`src/hw/arith_pkg.sv`:
```
// Shared constants and types of the arithmetic coprocessor and its host.
// Assumes one clock (pclk) and an 8-bit special function register bus.
`default_nettype none
package arith_pkg;
	// Register addresses on the special function register bus
	localparam logic [7:0] ADDR_MODE = 8'hAC;
	localparam logic [7:0] ADDR_CTRL = 8'hAD;
	localparam logic [7:0] ADDR_OP0  = 8'hAE;
	localparam logic [7:0] ADDR_OP1  = 8'hAF;
	localparam logic [7:0] ADDR_OP2  = 8'hB1;
	localparam logic [7:0] ADDR_OP3  = 8'hB2;
	localparam logic [7:0] ADDR_OP4  = 8'hB3;
	localparam logic [7:0] ADDR_OP5  = 8'hBA;
	// Reset values
	localparam logic       DONE_RESET = 1'b1;
	localparam logic [7:0] OP_RESET   = 8'h00;
	localparam logic [7:0] NONE_READ  = 8'h00;
	// Field positions
	localparam int DONE_BIT = 4;
	localparam int SIGN_BIT = 1;
	localparam int ERR_BIT  = 7;
	localparam int OVF_BIT  = 6;
	localparam int DIR_BIT  = 5;
	localparam int SC_MSB   = 4;
	// Execution times in clock cycles
	localparam logic [4:0] DIV32_CYCLES = 5'h11;
	localparam logic [4:0] DIV16_CYCLES = 5'h09;
	localparam logic [4:0] MUL_CYCLES   = 5'h0B;
	localparam logic [4:0] SHIFT_BASE   = 5'h02;
	localparam logic [4:0] NORM_BASE    = 5'h03;
	// Host register map (APB byte addresses) and command fields
	localparam logic [11:0] APB_CMD    = 12'h000;
	localparam logic [11:0] APB_STATUS = 12'h004;
	localparam int CMD_WRITE_BIT = 16;
	localparam int CMD_ADDR_LSB  = 8;
	localparam int STAT_DATA_LSB = 8;

	// Progress through the operand write sequence
	typedef enum logic [3:0] {
		SEQ_IDLE  = 4'b0000,
		SEQ_B0    = 4'b0001,
		SEQ_B01   = 4'b0010,
		SEQ_B012  = 4'b0011,
		SEQ_B0123 = 4'b0100,
		SEQ_B04   = 4'b0101,
		SEQ_B041  = 4'b0110,
		SEQ_B014  = 4'b0111,
		SEQ_B0124 = 4'b1000
	} seq_t;

	typedef enum logic [2:0] {
		OP_DIV32 = 3'b000,
		OP_DIV16 = 3'b001,
		OP_MUL   = 3'b010,
		OP_SHIFT = 3'b011,
		OP_NORM  = 3'b100
	} op_t;

	typedef enum logic [1:0] {
		ENG_IDLE  = 2'b00,
		ENG_ISSUE = 2'b01,
		ENG_CAPT  = 2'b10
	} eng_t;
endpackage : arith_pkg
`default_nettype wire

```
`src/hw/sfr_if.sv`:
```
// Special function register bus between a CPU-side host and the coprocessor.
// Strobes are one-cycle pulses; read data returns one cycle after sfr_rd.
`default_nettype none
interface sfr_if;
	logic [7:0] sfr_addr;  // Register address
	logic       sfr_wr;    // Write strobe
	logic       sfr_rd;    // Read strobe
	logic [7:0] sfr_wdata; // Write data
	logic [7:0] sfr_rdata; // Read data, registered in the device

	modport cpu (output sfr_addr, sfr_wr, sfr_rd, sfr_wdata,
		input sfr_rdata);
	modport dev (input sfr_addr, sfr_wr, sfr_rd, sfr_wdata,
		output sfr_rdata);
endinterface : sfr_if
`default_nettype wire
```
`src/hw/arith_coprocessor.sv`:
```
// Arithmetic coprocessor: divide, multiply, shift and normalise on six
// operand byte registers, reached over the special function register bus.
// Assumes single-cycle write/read strobes and one clock, pclk.
//
// Chosen here: the APB slave port.
`default_nettype none
module arith_coprocessor
	import arith_pkg::*;
(
	input  wire logic pclk,                // Clock
	input  wire logic presetn,             // Async reset, active low
	sfr_if.dev        bus,                 // Register bus
	output logic      calc_busy,           // Calculation executing
	output logic      calc_done_flag,      // Finish flag
	output logic      calc_error_flag,     // Error flag
	output logic      arith_overflow_flag  // Overflow flag
);
	logic [7:0] op_q [6];
	logic       sign_select_bit;
	logic       shift_direction_bit;
	logic [4:0] shift_count_field;
	logic       armed;
	logic [4:0] count;
	seq_t       seq, next_seq;
	op_t        run_op, start_op;
	op_t        last_op;
	logic       start;
	logic [4:0] start_cycles;

	// Index of an operand byte address; bit 3 marks a hit
	function automatic logic [3:0] op_index(input logic [7:0] a);
		if (a == ADDR_OP0) op_index = 4'h8;
		else if (a == ADDR_OP1) op_index = 4'h9;
		else if (a == ADDR_OP2) op_index = 4'hA;
		else if (a == ADDR_OP3) op_index = 4'hB;
		else if (a == ADDR_OP4) op_index = 4'hC;
		else if (a == ADDR_OP5) op_index = 4'hD;
		else op_index = 4'h0;
	endfunction : op_index

	// Leading zeros of a word, at most 31
	function automatic logic [4:0] lead_zeros(input logic [31:0] v);
		lead_zeros = 5'h1F;
		for (int i = 0; i < 31; i++) begin
			if (v[i]) lead_zeros = 5'(30 - i + 1);
		end
		for (int i = 31; i >= 0; i--) begin
			if (v[i] && (5'(31 - i) < lead_zeros)) lead_zeros = 5'(31 - i);
		end
	endfunction : lead_zeros

	// Half the count, rounded up
	function automatic logic [4:0] half_up(input logic [4:0] n);
		half_up = 5'((6'(n) + 6'h01) >> 1);
	endfunction : half_up

	// Bus decode
	wire [3:0] idx_hit = op_index(bus.sfr_addr);
	wire [2:0] idx     = idx_hit[2:0];
	wire wr_op   = bus.sfr_wr && idx_hit[3];
	wire rd_op   = bus.sfr_rd && idx_hit[3];
	wire wr_ctrl = bus.sfr_wr && (bus.sfr_addr == ADDR_CTRL);
	wire rd_ctrl = bus.sfr_rd && (bus.sfr_addr == ADDR_CTRL);
	wire wr_mode = bus.sfr_wr && (bus.sfr_addr == ADDR_MODE);
	wire wr_b0   = wr_op && (idx == 3'd0);
	wire [4:0] wr_sc = bus.sfr_wdata[SC_MSB:0];

	// Operand or control write during execution interrupts it; completion otherwise
	wire intrude = calc_busy && (wr_op || wr_ctrl);
	wire finish  = calc_busy && !intrude && (count == 5'h01);
	wire is_div  = (last_op == OP_DIV32) || (last_op == OP_DIV16);
	wire final_rd = rd_op && !calc_busy
		&& (idx == (is_div ? 3'd5 : 3'd3));

	// Operands as words, extended by sign select
	wire [31:0] val32 = {op_q[3], op_q[2], op_q[1], op_q[0]};
	wire [15:0] div16 = {op_q[5], op_q[4]};
	wire        ext   = !sign_select_bit;
	wire signed [32:0] dvd32 = {ext & val32[31], val32};
	wire signed [32:0] dvd16 = {{17{ext & val32[15]}}, val32[15:0]};
	wire signed [32:0] dvs   = {{17{ext & div16[15]}}, div16};
	wire signed [32:0] dvd   = (run_op == OP_DIV32) ? dvd32 : dvd16;
	wire        div_zero = (div16 == 16'h0000);
	wire signed [32:0] quot  = div_zero ? 33'sd0 : dvd / dvs;
	wire signed [32:0] rem   = div_zero ? 33'sd0 : dvd % dvs;
	wire signed [16:0] mul_a = {ext & op_q[1][7], op_q[1], op_q[0]};
	wire signed [16:0] mul_b = {ext & op_q[5][7], op_q[5], op_q[4]};
	wire signed [33:0] prod  = mul_a * mul_b;
	// Product overflow: does not fit 16 bits of the chosen kind
	wire mul_ovf = ext ? (prod[33:15] != {19{prod[15]}})
		: (prod[33:16] != 18'h00000);
	wire [4:0]  lz     = lead_zeros(val32);
	wire [31:0] shl    = val32 << shift_count_field;
	wire [31:0] shr    = val32 >> shift_count_field;
	wire [31:0] normed = val32 << lz;

	// Result words and overflow for the running operation
	logic [31:0] res_lo;
	logic [15:0] res_hi;
	logic        res_ovf;
	always_comb begin
		res_lo  = val32;
		res_hi  = div16;
		res_ovf = 1'b0;
		case (run_op)
			OP_DIV32, OP_DIV16: begin
				res_lo  = div_zero ? val32 : quot[31:0];
				res_hi  = div_zero ? div16 : rem[15:0];
				res_ovf = div_zero;
			end
			OP_MUL: begin
				res_lo  = prod[31:0];
				res_ovf = mul_ovf;
			end
			OP_SHIFT: res_lo = shift_direction_bit ? shr : shl;
			OP_NORM: begin
				res_lo  = normed;
				res_ovf = val32[31];
			end
			default: res_lo = val32;
		endcase
	end

	// Operation chosen by the order of writes; last write starts it
	always_comb begin
		next_seq = seq;
		start    = 1'b0;
		start_op = OP_MUL;
		if (wr_b0) begin
			next_seq = SEQ_B0;
		end else if (wr_op || wr_ctrl) begin
			next_seq = SEQ_IDLE;
			case (seq)
				SEQ_B0: begin
					if (wr_op && idx == 3'd1) next_seq = SEQ_B01;
					else if (wr_op && idx == 3'd4) next_seq = SEQ_B04;
				end
				SEQ_B01: begin
					if (wr_op && idx == 3'd2) next_seq = SEQ_B012;
					else if (wr_op && idx == 3'd4) next_seq = SEQ_B014;
				end
				SEQ_B012: begin
					if (wr_op && idx == 3'd3) next_seq = SEQ_B0123;
				end
				SEQ_B0123: begin
					if (wr_op && idx == 3'd4) begin
						next_seq = SEQ_B0124;
					end else if (wr_ctrl) begin
						start    = 1'b1;
						start_op = (wr_sc == 5'h00) ? OP_NORM
							: OP_SHIFT;
					end
				end
				SEQ_B04: begin
					if (wr_op && idx == 3'd1) next_seq = SEQ_B041;
				end
				SEQ_B041: begin
					start    = wr_op && idx == 3'd5;
					start_op = OP_MUL;
				end
				SEQ_B014: begin
					start    = wr_op && idx == 3'd5;
					start_op = OP_DIV16;
				end
				SEQ_B0124: begin
					start    = wr_op && idx == 3'd5;
					start_op = OP_DIV32;
				end
				default: next_seq = SEQ_IDLE;
			endcase
		end
	end

	// Run length of the operation being started
	always_comb begin
		case (start_op)
			OP_DIV32: start_cycles = DIV32_CYCLES;
			OP_DIV16: start_cycles = DIV16_CYCLES;
			OP_MUL:   start_cycles = MUL_CYCLES;
			OP_SHIFT: start_cycles = SHIFT_BASE + half_up(wr_sc);
			OP_NORM:  start_cycles = NORM_BASE
				+ ((lz == 5'h00) ? 5'h01 : half_up(lz));
			default:  start_cycles = MUL_CYCLES;
		endcase
	end

	// Operand bytes: bus writes, then results at completion
	always_ff @(posedge pclk or negedge presetn) begin
		if (!presetn) begin
			for (int i = 0; i < 6; i++) op_q[i] <= OP_RESET;
		end else if (wr_op) begin
			op_q[idx] <= bus.sfr_wdata;
		end else if (finish) begin
			{op_q[3], op_q[2], op_q[1], op_q[0]} <= res_lo;
			{op_q[5], op_q[4]} <= res_hi;
		end
	end

	// Mode and control fields; error and overflow not writable
	always_ff @(posedge pclk or negedge presetn) begin
		if (!presetn) begin
			sign_select_bit     <= 1'b0;
			shift_direction_bit <= 1'b0;
			shift_count_field   <= 5'h00;
		end else begin
			if (wr_mode) sign_select_bit <= bus.sfr_wdata[SIGN_BIT];
			if (wr_ctrl) begin
				shift_direction_bit <= bus.sfr_wdata[DIR_BIT];
				shift_count_field   <= wr_sc;
			end else if (finish && run_op == OP_NORM) begin
				shift_count_field <= lz;
			end
		end
	end

	// Sequencing runs beside the CPU; only the bus touches it
	always_ff @(posedge pclk or negedge presetn) begin
		if (!presetn) begin
			seq            <= SEQ_IDLE;
			calc_busy      <= 1'b0;
			count          <= 5'h00;
			run_op         <= OP_MUL;
			last_op        <= OP_MUL;
			calc_done_flag <= DONE_RESET;
		end else begin
			seq <= next_seq;
			if (start) begin
				calc_busy      <= 1'b1;
				count          <= start_cycles;
				run_op         <= start_op;
				last_op        <= start_op;
				calc_done_flag <= 1'b0;
			end else if (intrude) begin
				calc_busy <= 1'b0;
			end else if (finish) begin
				calc_busy      <= 1'b0;
				calc_done_flag <= 1'b1;
			end else if (calc_busy) begin
				count <= count - 5'h01;
			end
		end
	end

	// Error flag: set wins over the clearing control read
	wire err_set = intrude
		|| (calc_busy && armed && rd_op);
	always_ff @(posedge pclk or negedge presetn) begin
		if (!presetn) begin
			calc_error_flag     <= 1'b0;
			arith_overflow_flag <= 1'b0;
			armed               <= 1'b0;
		end else begin
			calc_error_flag <= err_set
				|| (calc_error_flag && !rd_ctrl);
			if (finish) arith_overflow_flag <= res_ovf;
			if (wr_b0) armed <= 1'b1;
			else if (final_rd) armed <= 1'b0;
		end
	end

	// Registered read data; unmapped addresses read zero
	wire [7:0] mode_rd = {3'b000, calc_done_flag, 2'b00,
		sign_select_bit, 1'b0};
	wire [7:0] ctrl_rd = {calc_error_flag, arith_overflow_flag,
		shift_direction_bit, shift_count_field};
	wire [7:0] rd_val = rd_op ? op_q[idx]
		: rd_ctrl ? ctrl_rd
		: (bus.sfr_addr == ADDR_MODE) ? mode_rd : NONE_READ;
	always_ff @(posedge pclk or negedge presetn) begin
		if (!presetn) begin
			bus.sfr_rdata <= NONE_READ;
		end else if (bus.sfr_rd) begin
			bus.sfr_rdata <= rd_val;
		end
	end
endmodule : arith_coprocessor
`default_nettype wire

```
`src/flat_wrapper.sv`:
```
// flat-port wrapper written by rule: the top's interface ports become plain ports
module arith_coprocessor_flat import arith_pkg::*;
  (pclk, presetn, calc_busy, calc_done_flag, calc_error_flag, arith_overflow_flag, bus_sfr_addr, bus_sfr_wr, bus_sfr_rd, bus_sfr_wdata, bus_sfr_rdata);
  sfr_if bus_i ();
  input  wire logic pclk;
  input  wire logic presetn;
  output logic calc_busy;
  output logic calc_done_flag;
  output logic calc_error_flag;
  output logic arith_overflow_flag;
  input wire logic [$bits(bus_i.sfr_addr)-1:0] bus_sfr_addr;
  input wire logic [$bits(bus_i.sfr_wr)-1:0] bus_sfr_wr;
  input wire logic [$bits(bus_i.sfr_rd)-1:0] bus_sfr_rd;
  input wire logic [$bits(bus_i.sfr_wdata)-1:0] bus_sfr_wdata;
  output wire logic [$bits(bus_i.sfr_rdata)-1:0] bus_sfr_rdata;
  assign bus_i.sfr_addr = bus_sfr_addr;
  assign bus_i.sfr_wr = bus_sfr_wr;
  assign bus_i.sfr_rd = bus_sfr_rd;
  assign bus_i.sfr_wdata = bus_sfr_wdata;
  assign bus_sfr_rdata = bus_i.sfr_rdata;
  arith_coprocessor u_core (.pclk(pclk), .presetn(presetn), .bus(bus_i), .calc_busy(calc_busy), .calc_done_flag(calc_done_flag), .calc_error_flag(calc_error_flag), .arith_overflow_flag(arith_overflow_flag));
endmodule
```
`config.mk`:
```
export PLATFORM = sky130hd
export DESIGN_NAME = arith_coprocessor_flat
export DESIGN_NICKNAME = d
export VERILOG_FILES = /design/src/hw/arith_pkg.sv /design/src/hw/sfr_if.sv /design/src/hw/arith_coprocessor.sv /design/src/flat_wrapper.sv
export SDC_FILE = /design/constraint.sdc
export NUM_CORES = 2
export LEC_CHECK = 0
export ABC_AREA = 1
export BUFFER_PORTS_ARGS = -buffer_cell sky130_fd_sc_hd__buf_2
export CORE_AREA = 5 5 302 452
export CTS_CLUSTER_DIAMETER = 150
export CTS_CLUSTER_SIZE = 16
export DETAILED_ROUTE_END_ITERATION = 16
export DIE_AREA = 0 0 307 457
export SKIP_CTS_REPAIR_TIMING = 1
export SYNTH_ARGS = -nofsm -noshare
export SYNTH_HDL_FRONTEND = slang
export SYNTH_SLANG_ARGS = --single-unit
```
`constraint.sdc`:
```
create_clock -name pclk -period 73.2 [get_ports pclk]
set_input_delay 3.66 -clock pclk [delete_from_list [all_inputs] [get_ports pclk]]
set_output_delay 3.66 -clock pclk [all_outputs]
set_load 0.05 [all_outputs]
```
-- Word level (Yosys, flattened, before mapping)
Index checks and enable logic that the tools add are counted.
- bits in registers: 80
- input port bits: 20
- output and inout port bits: 12
- logic and storage cells: 310
- add/sub/neg operators: 5
- multipliers: 1
- div/mod/pow operators: 2
- order comparisons: 34
- equal/unequal tests: 35
- shift-type cells: 3
- multiplexer cells: 125
- bitwise gates (word level): 4
- reductions and logical operators: 83
- operators with widths (kind ; count):
    2-to-1 mux 5 bit ; 55
    one-hot mux 32 bit (4 select lines) ; 1
    2-to-1 mux 48 bit ; 2
    less-than comparator 5 bit, first input constant ; 16
    2-to-1 mux 4 bit ; 19
    equality test 8 bit, second input constant ; 8
    2-to-1 mux 32 bit ; 2
    << shifter 32 x 5 -> 32 bit ; 2
    logical AND 1 bit ; 53
    bitwise mux 48 bit ; 1
    2-to-1 mux 3 bit ; 14
    less-than comparator 4 x 5 -> 1 bit, first input constant ; 8
    2-to-1 mux 8 bit ; 5
    multiplier 17 x 17 -> 34 bit ; 1
    divider 33 x 33 -> 33 bit ; 1
    remainder unit 33 x 33 -> 33 bit ; 1
    2-to-1 mux 33 bit ; 1
    2-to-1 mux 16 bit ; 2
    right shift 32 x 5 -> 32 bit ; 1
    binary-select mux 8 bit (select 3 bit) ; 1
    demux 8 bit (select 3 bit) ; 1
    less-than comparator 3 x 5 -> 1 bit, first input constant ; 4
    one-hot mux 4 bit (5 select lines) ; 1
    one-hot mux 5 bit (4 select lines) ; 1
    other kinds (39) ; 91

-- Depth between registers and ports, before layout
- word-level depth: 131
- mapped depth: 604
- depth with buffers taken out: 594

-- Worst setup path after synthesis
OpenSTA, ideal clock, no wires.
- path kind: register to register
- start point: register u_core.op_q, in the netlist u_core.div16[0]
- end point: register u_core.op_q, in the netlist u_core.dvd32[28]
- library setup time: 87 ps
- arrival time: 70394 ps
- data required time: 73113 ps
- path slack: 2719 ps
- stages on the path, launching flop included: 570
- buffers on the path: 17
- clock period less this slack: 70481 ps
- cells stage by stage: dfrtp_1 buf_6 inv_4 ha_1 or2_2 xor2_1 inv_1 nor3_2 nand2_1 nor3_1 nand3_1 nor3_1 nand3_1 a21oi_1 ha_1 o21a_1 nor2_1 inv_1 [... 534 more ...] o21ai_1 a21oi_1 nor3_1 a311oi_2 buf_6 ha_1 inv_1 nor4_2 nand3_1 nor3_1 nand3_1 nor4_2 nand3_1 o41ai_1 xor2_1 o21ai_0 nand2_1 a22oi_1
- cells in the longest elaborated chain, start to end: 5
- elaborated cells between the ends (all ways): 9
- classes of those cells: 1 x mul; 1 x div; 1 x eq/ne; 4 x mux; 2 x reduce/logical
- RTL lines (what ; line ; RTL):
    from (decl) ; arith_coprocessor.sv:18 ; logic [7:0] op_q [6];
    from (signal, indexed assignment) ; arith_coprocessor.sv:192 ; op_q[idx] <= bus.sfr_wdata;
    divider 33 x 33 -> 33 bit ; arith_coprocessor.sv:84 ; wire signed [32:0] quot = div_zero ? 33'sd0 : dvd / dvs;
    2-to-1 mux 32 bit ; arith_coprocessor.sv:107 ; res_lo = div_zero ? val32 : quot[31:0];
    one-hot mux 32 bit (4 select lines) ; arith_coprocessor.sv:105 ; case (run_op)
    2-to-1 mux 48 bit ; arith_coprocessor.sv:193 ; end else if (finish) begin
    2-to-1 mux 48 bit ; arith_coprocessor.sv:191 ; end else if (wr_op) begin
Several ways; a longest one is shown, not always the timed one. The select of a mux whose other input is x is not followed.
A chain may end at the register's enable or synchronous reset.

-- Worst setup path in the final report
- start point: register u_core.run_op[0]
- end point: register u_core.op_q, in the netlist u_core.dvd32[31]
- cells in the longest elaborated chain, start to end: 7
- elaborated cells between the ends (all ways): 15
- classes of those cells: 1 x div; 5 x eq/ne; 5 x mux; 4 x reduce/logical
- RTL lines (what ; line ; RTL):
    from (decl) ; arith_coprocessor.sv:25 ; op_t run_op, start_op;
    from (signal assigned) ; arith_coprocessor.sv:230 ; run_op <= start_op;
    logical NOT 3 bit ; - ;
    2-to-1 mux 33 bit ; arith_coprocessor.sv:82 ; wire signed [32:0] dvd = (run_op == OP_DIV32) ? dvd32 : dvd16;
    divider 33 x 33 -> 33 bit ; arith_coprocessor.sv:84 ;
    2-to-1 mux 32 bit ; arith_coprocessor.sv:107 ;
    one-hot mux 32 bit (4 select lines) ; arith_coprocessor.sv:105 ;
    2-to-1 mux 48 bit ; arith_coprocessor.sv:193 ;
    2-to-1 mux 48 bit ; arith_coprocessor.sv:191 ;
Several ways; a longest one is shown, not always the timed one. The select of a mux whose other input is x is not followed.

==> results by group <==
Drt
  – Routed via count divided by cell count: 5.446
  – Detailed-route wire length per cell: roughly 20 µm
  – Remaining design rule violation count: 0
  – Routed via count: between 50k and 60k
  – Initial DRC Count: between 3k and 4k
  – Total iterations of the first detailed-routing run: 6
  – Final antenna-violating net count: 0
  – Post-detailed-routing wire length: 221.2 mm

Clock network
  – H-tree depth: 3
  – Clock transition at the registers of the reported paths: approximately 0.07 ns
  – Clk root buf: clkbuf_16
  – Cts bufs inserted: 9
  – Maximum buffer depth of the clock tree: 2
  – Clock latency on the worst-skew pair: a little under 0.4 ns
  – Number of clock sinks: 80
  – Clock tree from TritonCTS: yes

Placement
  – Inst Count DP: about 11k
  – HPWL after DPL: about 170 mm
  – Final Wtd Congestion: 1.027
  – Count of buffers from port buffering: 31

Setup path
  – Maximum net fanout on the critical path: 17
  – Data required, critical path: 73.41 ns
  – Cell type of the slowest stage on the worst timing path: xor2_1
  – Cell repeated most along the worst path: nand2_2
  – Critical path launch point type: flop
  – Path type of the worst setup path: flop to flop
  – Largest stage delay, worst path: approximately 0.5 ns
  – CP Capture Type: flop
  – Worst Path Arrival: a little over 70 ns

Synth
  – Synth top area cells: ha_1 (15%), nand2_1 (15%), fa_1 (11%)
  – Seq/Total Area, Yosys: 3.724%
  – Avg Cell Area, Syn: roughly 6.4 µm²
  – Most used DFF post-synth: dfrtp_1
  – Cell taking the most area after synthesis: ha_1
  – Most numerous cell in the Yosys netlist: nand2_1
  – Post-synthesis async set-or-reset flop share: 100.0%
  – Number of warning messages in the yosys log: 0
  – Proportion of netlist area held by the largest area contributor: 15.34%
  – Post-Syn Instances: 8,463
  – Top cell types by occurrence after synthesis: nand2_1 (2,192), inv_1 (1,342), ha_1 (660)
  – Synthesized area: approximately 54,000 µm²
  – Register bit total from synthesis: 80
  – EDFF count, synth: 0
  – Netlist cell types: approximately 100

Finish
  – Filler Cell Count: about 14k
  – Final cell count without fillers: approximately 11k
  – Number of nets at the end of the flow: 10.05k
  – Fraction of final layout cells sized beyond drive strength 1: a little over a fifth
  – Layout area overhead: 20.55%

Global route
  – Pin count of the biggest net entering global routing: 75
  – Final global-route overflow total: 0
  – Wire length of the first global-routing pass: 322.0 mm
  – Antenna violations before repair: 1
  – GRT Util Overall: 29.13%
  – Via count of the first global-routing pass: about 58k

STA
  – Total count of hold-check failures in the final report: 0
  – Final setup vio count: 0
  – Worst slew pin tran: approximately 1.4 ns
  – Tmin final: approximately 71 ns
  – Unrepaired setup endpoints after global routing: yes
  – Max-Slew Margin vs Limit: under 10%
  – Final clock skew: ~0.015 ns
  – Upper clock frequency limit: between 0.01 and 0.015 GHz
  – Max Transition Viols Final: 0
  – Minimum hold slack: 0.5162 ns
  – Final Cycle Share: roughly 97%

Worst hold path
  – HP Class: flop to flop

Floorplan
  – I/O pin cnt: 32
  – Die Height: between 400 and 500 µm
  – Row count: roughly 160
  – Core Box Area: between 100,000 and 150,000 µm²
  – Die area: around 140,000 µm²
  – Starting density of the core: 40.67%
  – Die extent in x: slightly above 300 µm

Flow run
  – Maximum capacitance violations: 0

Outcome
  – Result of the run: completed
## layer usage
metal  vias up  GRT usage (%)  wire length (µm)
li1      28440              -                 -
met1     28030          30.82             80170
met3       729          2.423              8993
met4         0          19.02             18860
met2      1732          54.78            113200
met5         -              0                 0
## worst max-delay path: cells and delay by family, from the launching register on
kind                     cells  cell delay, ns
AO/OA/AOI/OAI              194           28.31
XOR/XNOR                     4            0.91
adder cells (fa/ha/maj)     32            8.75
buffers and inverters       87            7.67
flip-flops                   1            0.39
multiplexers                 1            0.28
AND/OR/NAND/NOR            251           24.05
## area by class of cell
class	count	area (µm²)	area share, %
repair inverters	1	7.507	0.01157
clock inverters	6	50.05	0.07713
flip-flops and latches	80	2007	3.093
repair buffers	723	5897	9.088
inverters	1452	5555	8.562
well taps	1743	2181	3.361
clock buffers	10	239.0	0.3683
diodes	1	2.502	0.003857
multi-input cells	6806	48950	75.44
## flip-flops by register name, indices dropped and copies added (netlist names)
register,flops
u_core.arith_overflow_flag,1
u_core.armed,1
u_core.bus.sfr_rdata,8
u_core.calc_busy,1
u_core.calc_done_flag,1
u_core.calc_error_flag,1
u_core.count,5
u_core.div16,16
u_core.dvd16,16
u_core.dvd32,16
u_core.run_op,3
u_core.seq,4
u_core.shift_count_field,5
u_core.shift_direction_bit,1
u_core.sign_select_bit,1
## final timing paths
check | from | endpoint | depth (start not counted) | slack, ns
max | u_core.run_op[0] | u_core.dvd32[31] | 569 | 2.47
min | u_core.armed | u_core.armed | 2 | 0.52
max reg2reg | u_core.run_op[0] | u_core.dvd32[31] | 569 | 2.47
min reg2reg | u_core.armed | u_core.armed | 2 | 0.52
max in group asynchronous | presetn | u_core.dvd32[19] | 2 | 68.77
min in group asynchronous | presetn | u_core.bus.sfr_rdata[2] | 1 | 3.30
## through the flow
stage	cell area, µm²	TNS [ns]	utilization, %	setup slack, ns
floorplan	54400	0	-	2.719
detailed placement	58250	-52.41	44.01	-2.827
CTS	58540	-63.00	44.23	-3.068
global route	64880	-62.12	49.02	-2.163
finish	64890	0	49.03	2.473
global placement	58250	-9.061	44.01	-1.467
## kinds of logic (layout without fill, tap and decap cells)
family	after synthesis	count (layout)	synth area share, %
fa+ha+maj	957	957	26.39
simple gates	3468	3468	27.93
buf+inv	1729	2192	13.86
other cells	2	155	0.01395
xor+xnor	465	465	7.594
compound gates	1719	1719	19.69
mux	43	43	0.8019
flops	80	80	3.724
## cells in the final DEF (no fill, tap or decap), types with 159 or more instances in the layout
cell        n
nand2_1  2038
inv_1    1269
buf_4     635
ha_1      565
a21oi_1   466
nor2_1    436
o21ai_0   411
xor2_1    304
fa_1      297
nand3_1   293
nand2_2   219
o21ai_2   159
Power is not shown: default switching activity piles up to over one toggle a cycle in this logic, so the estimate is an artifact.
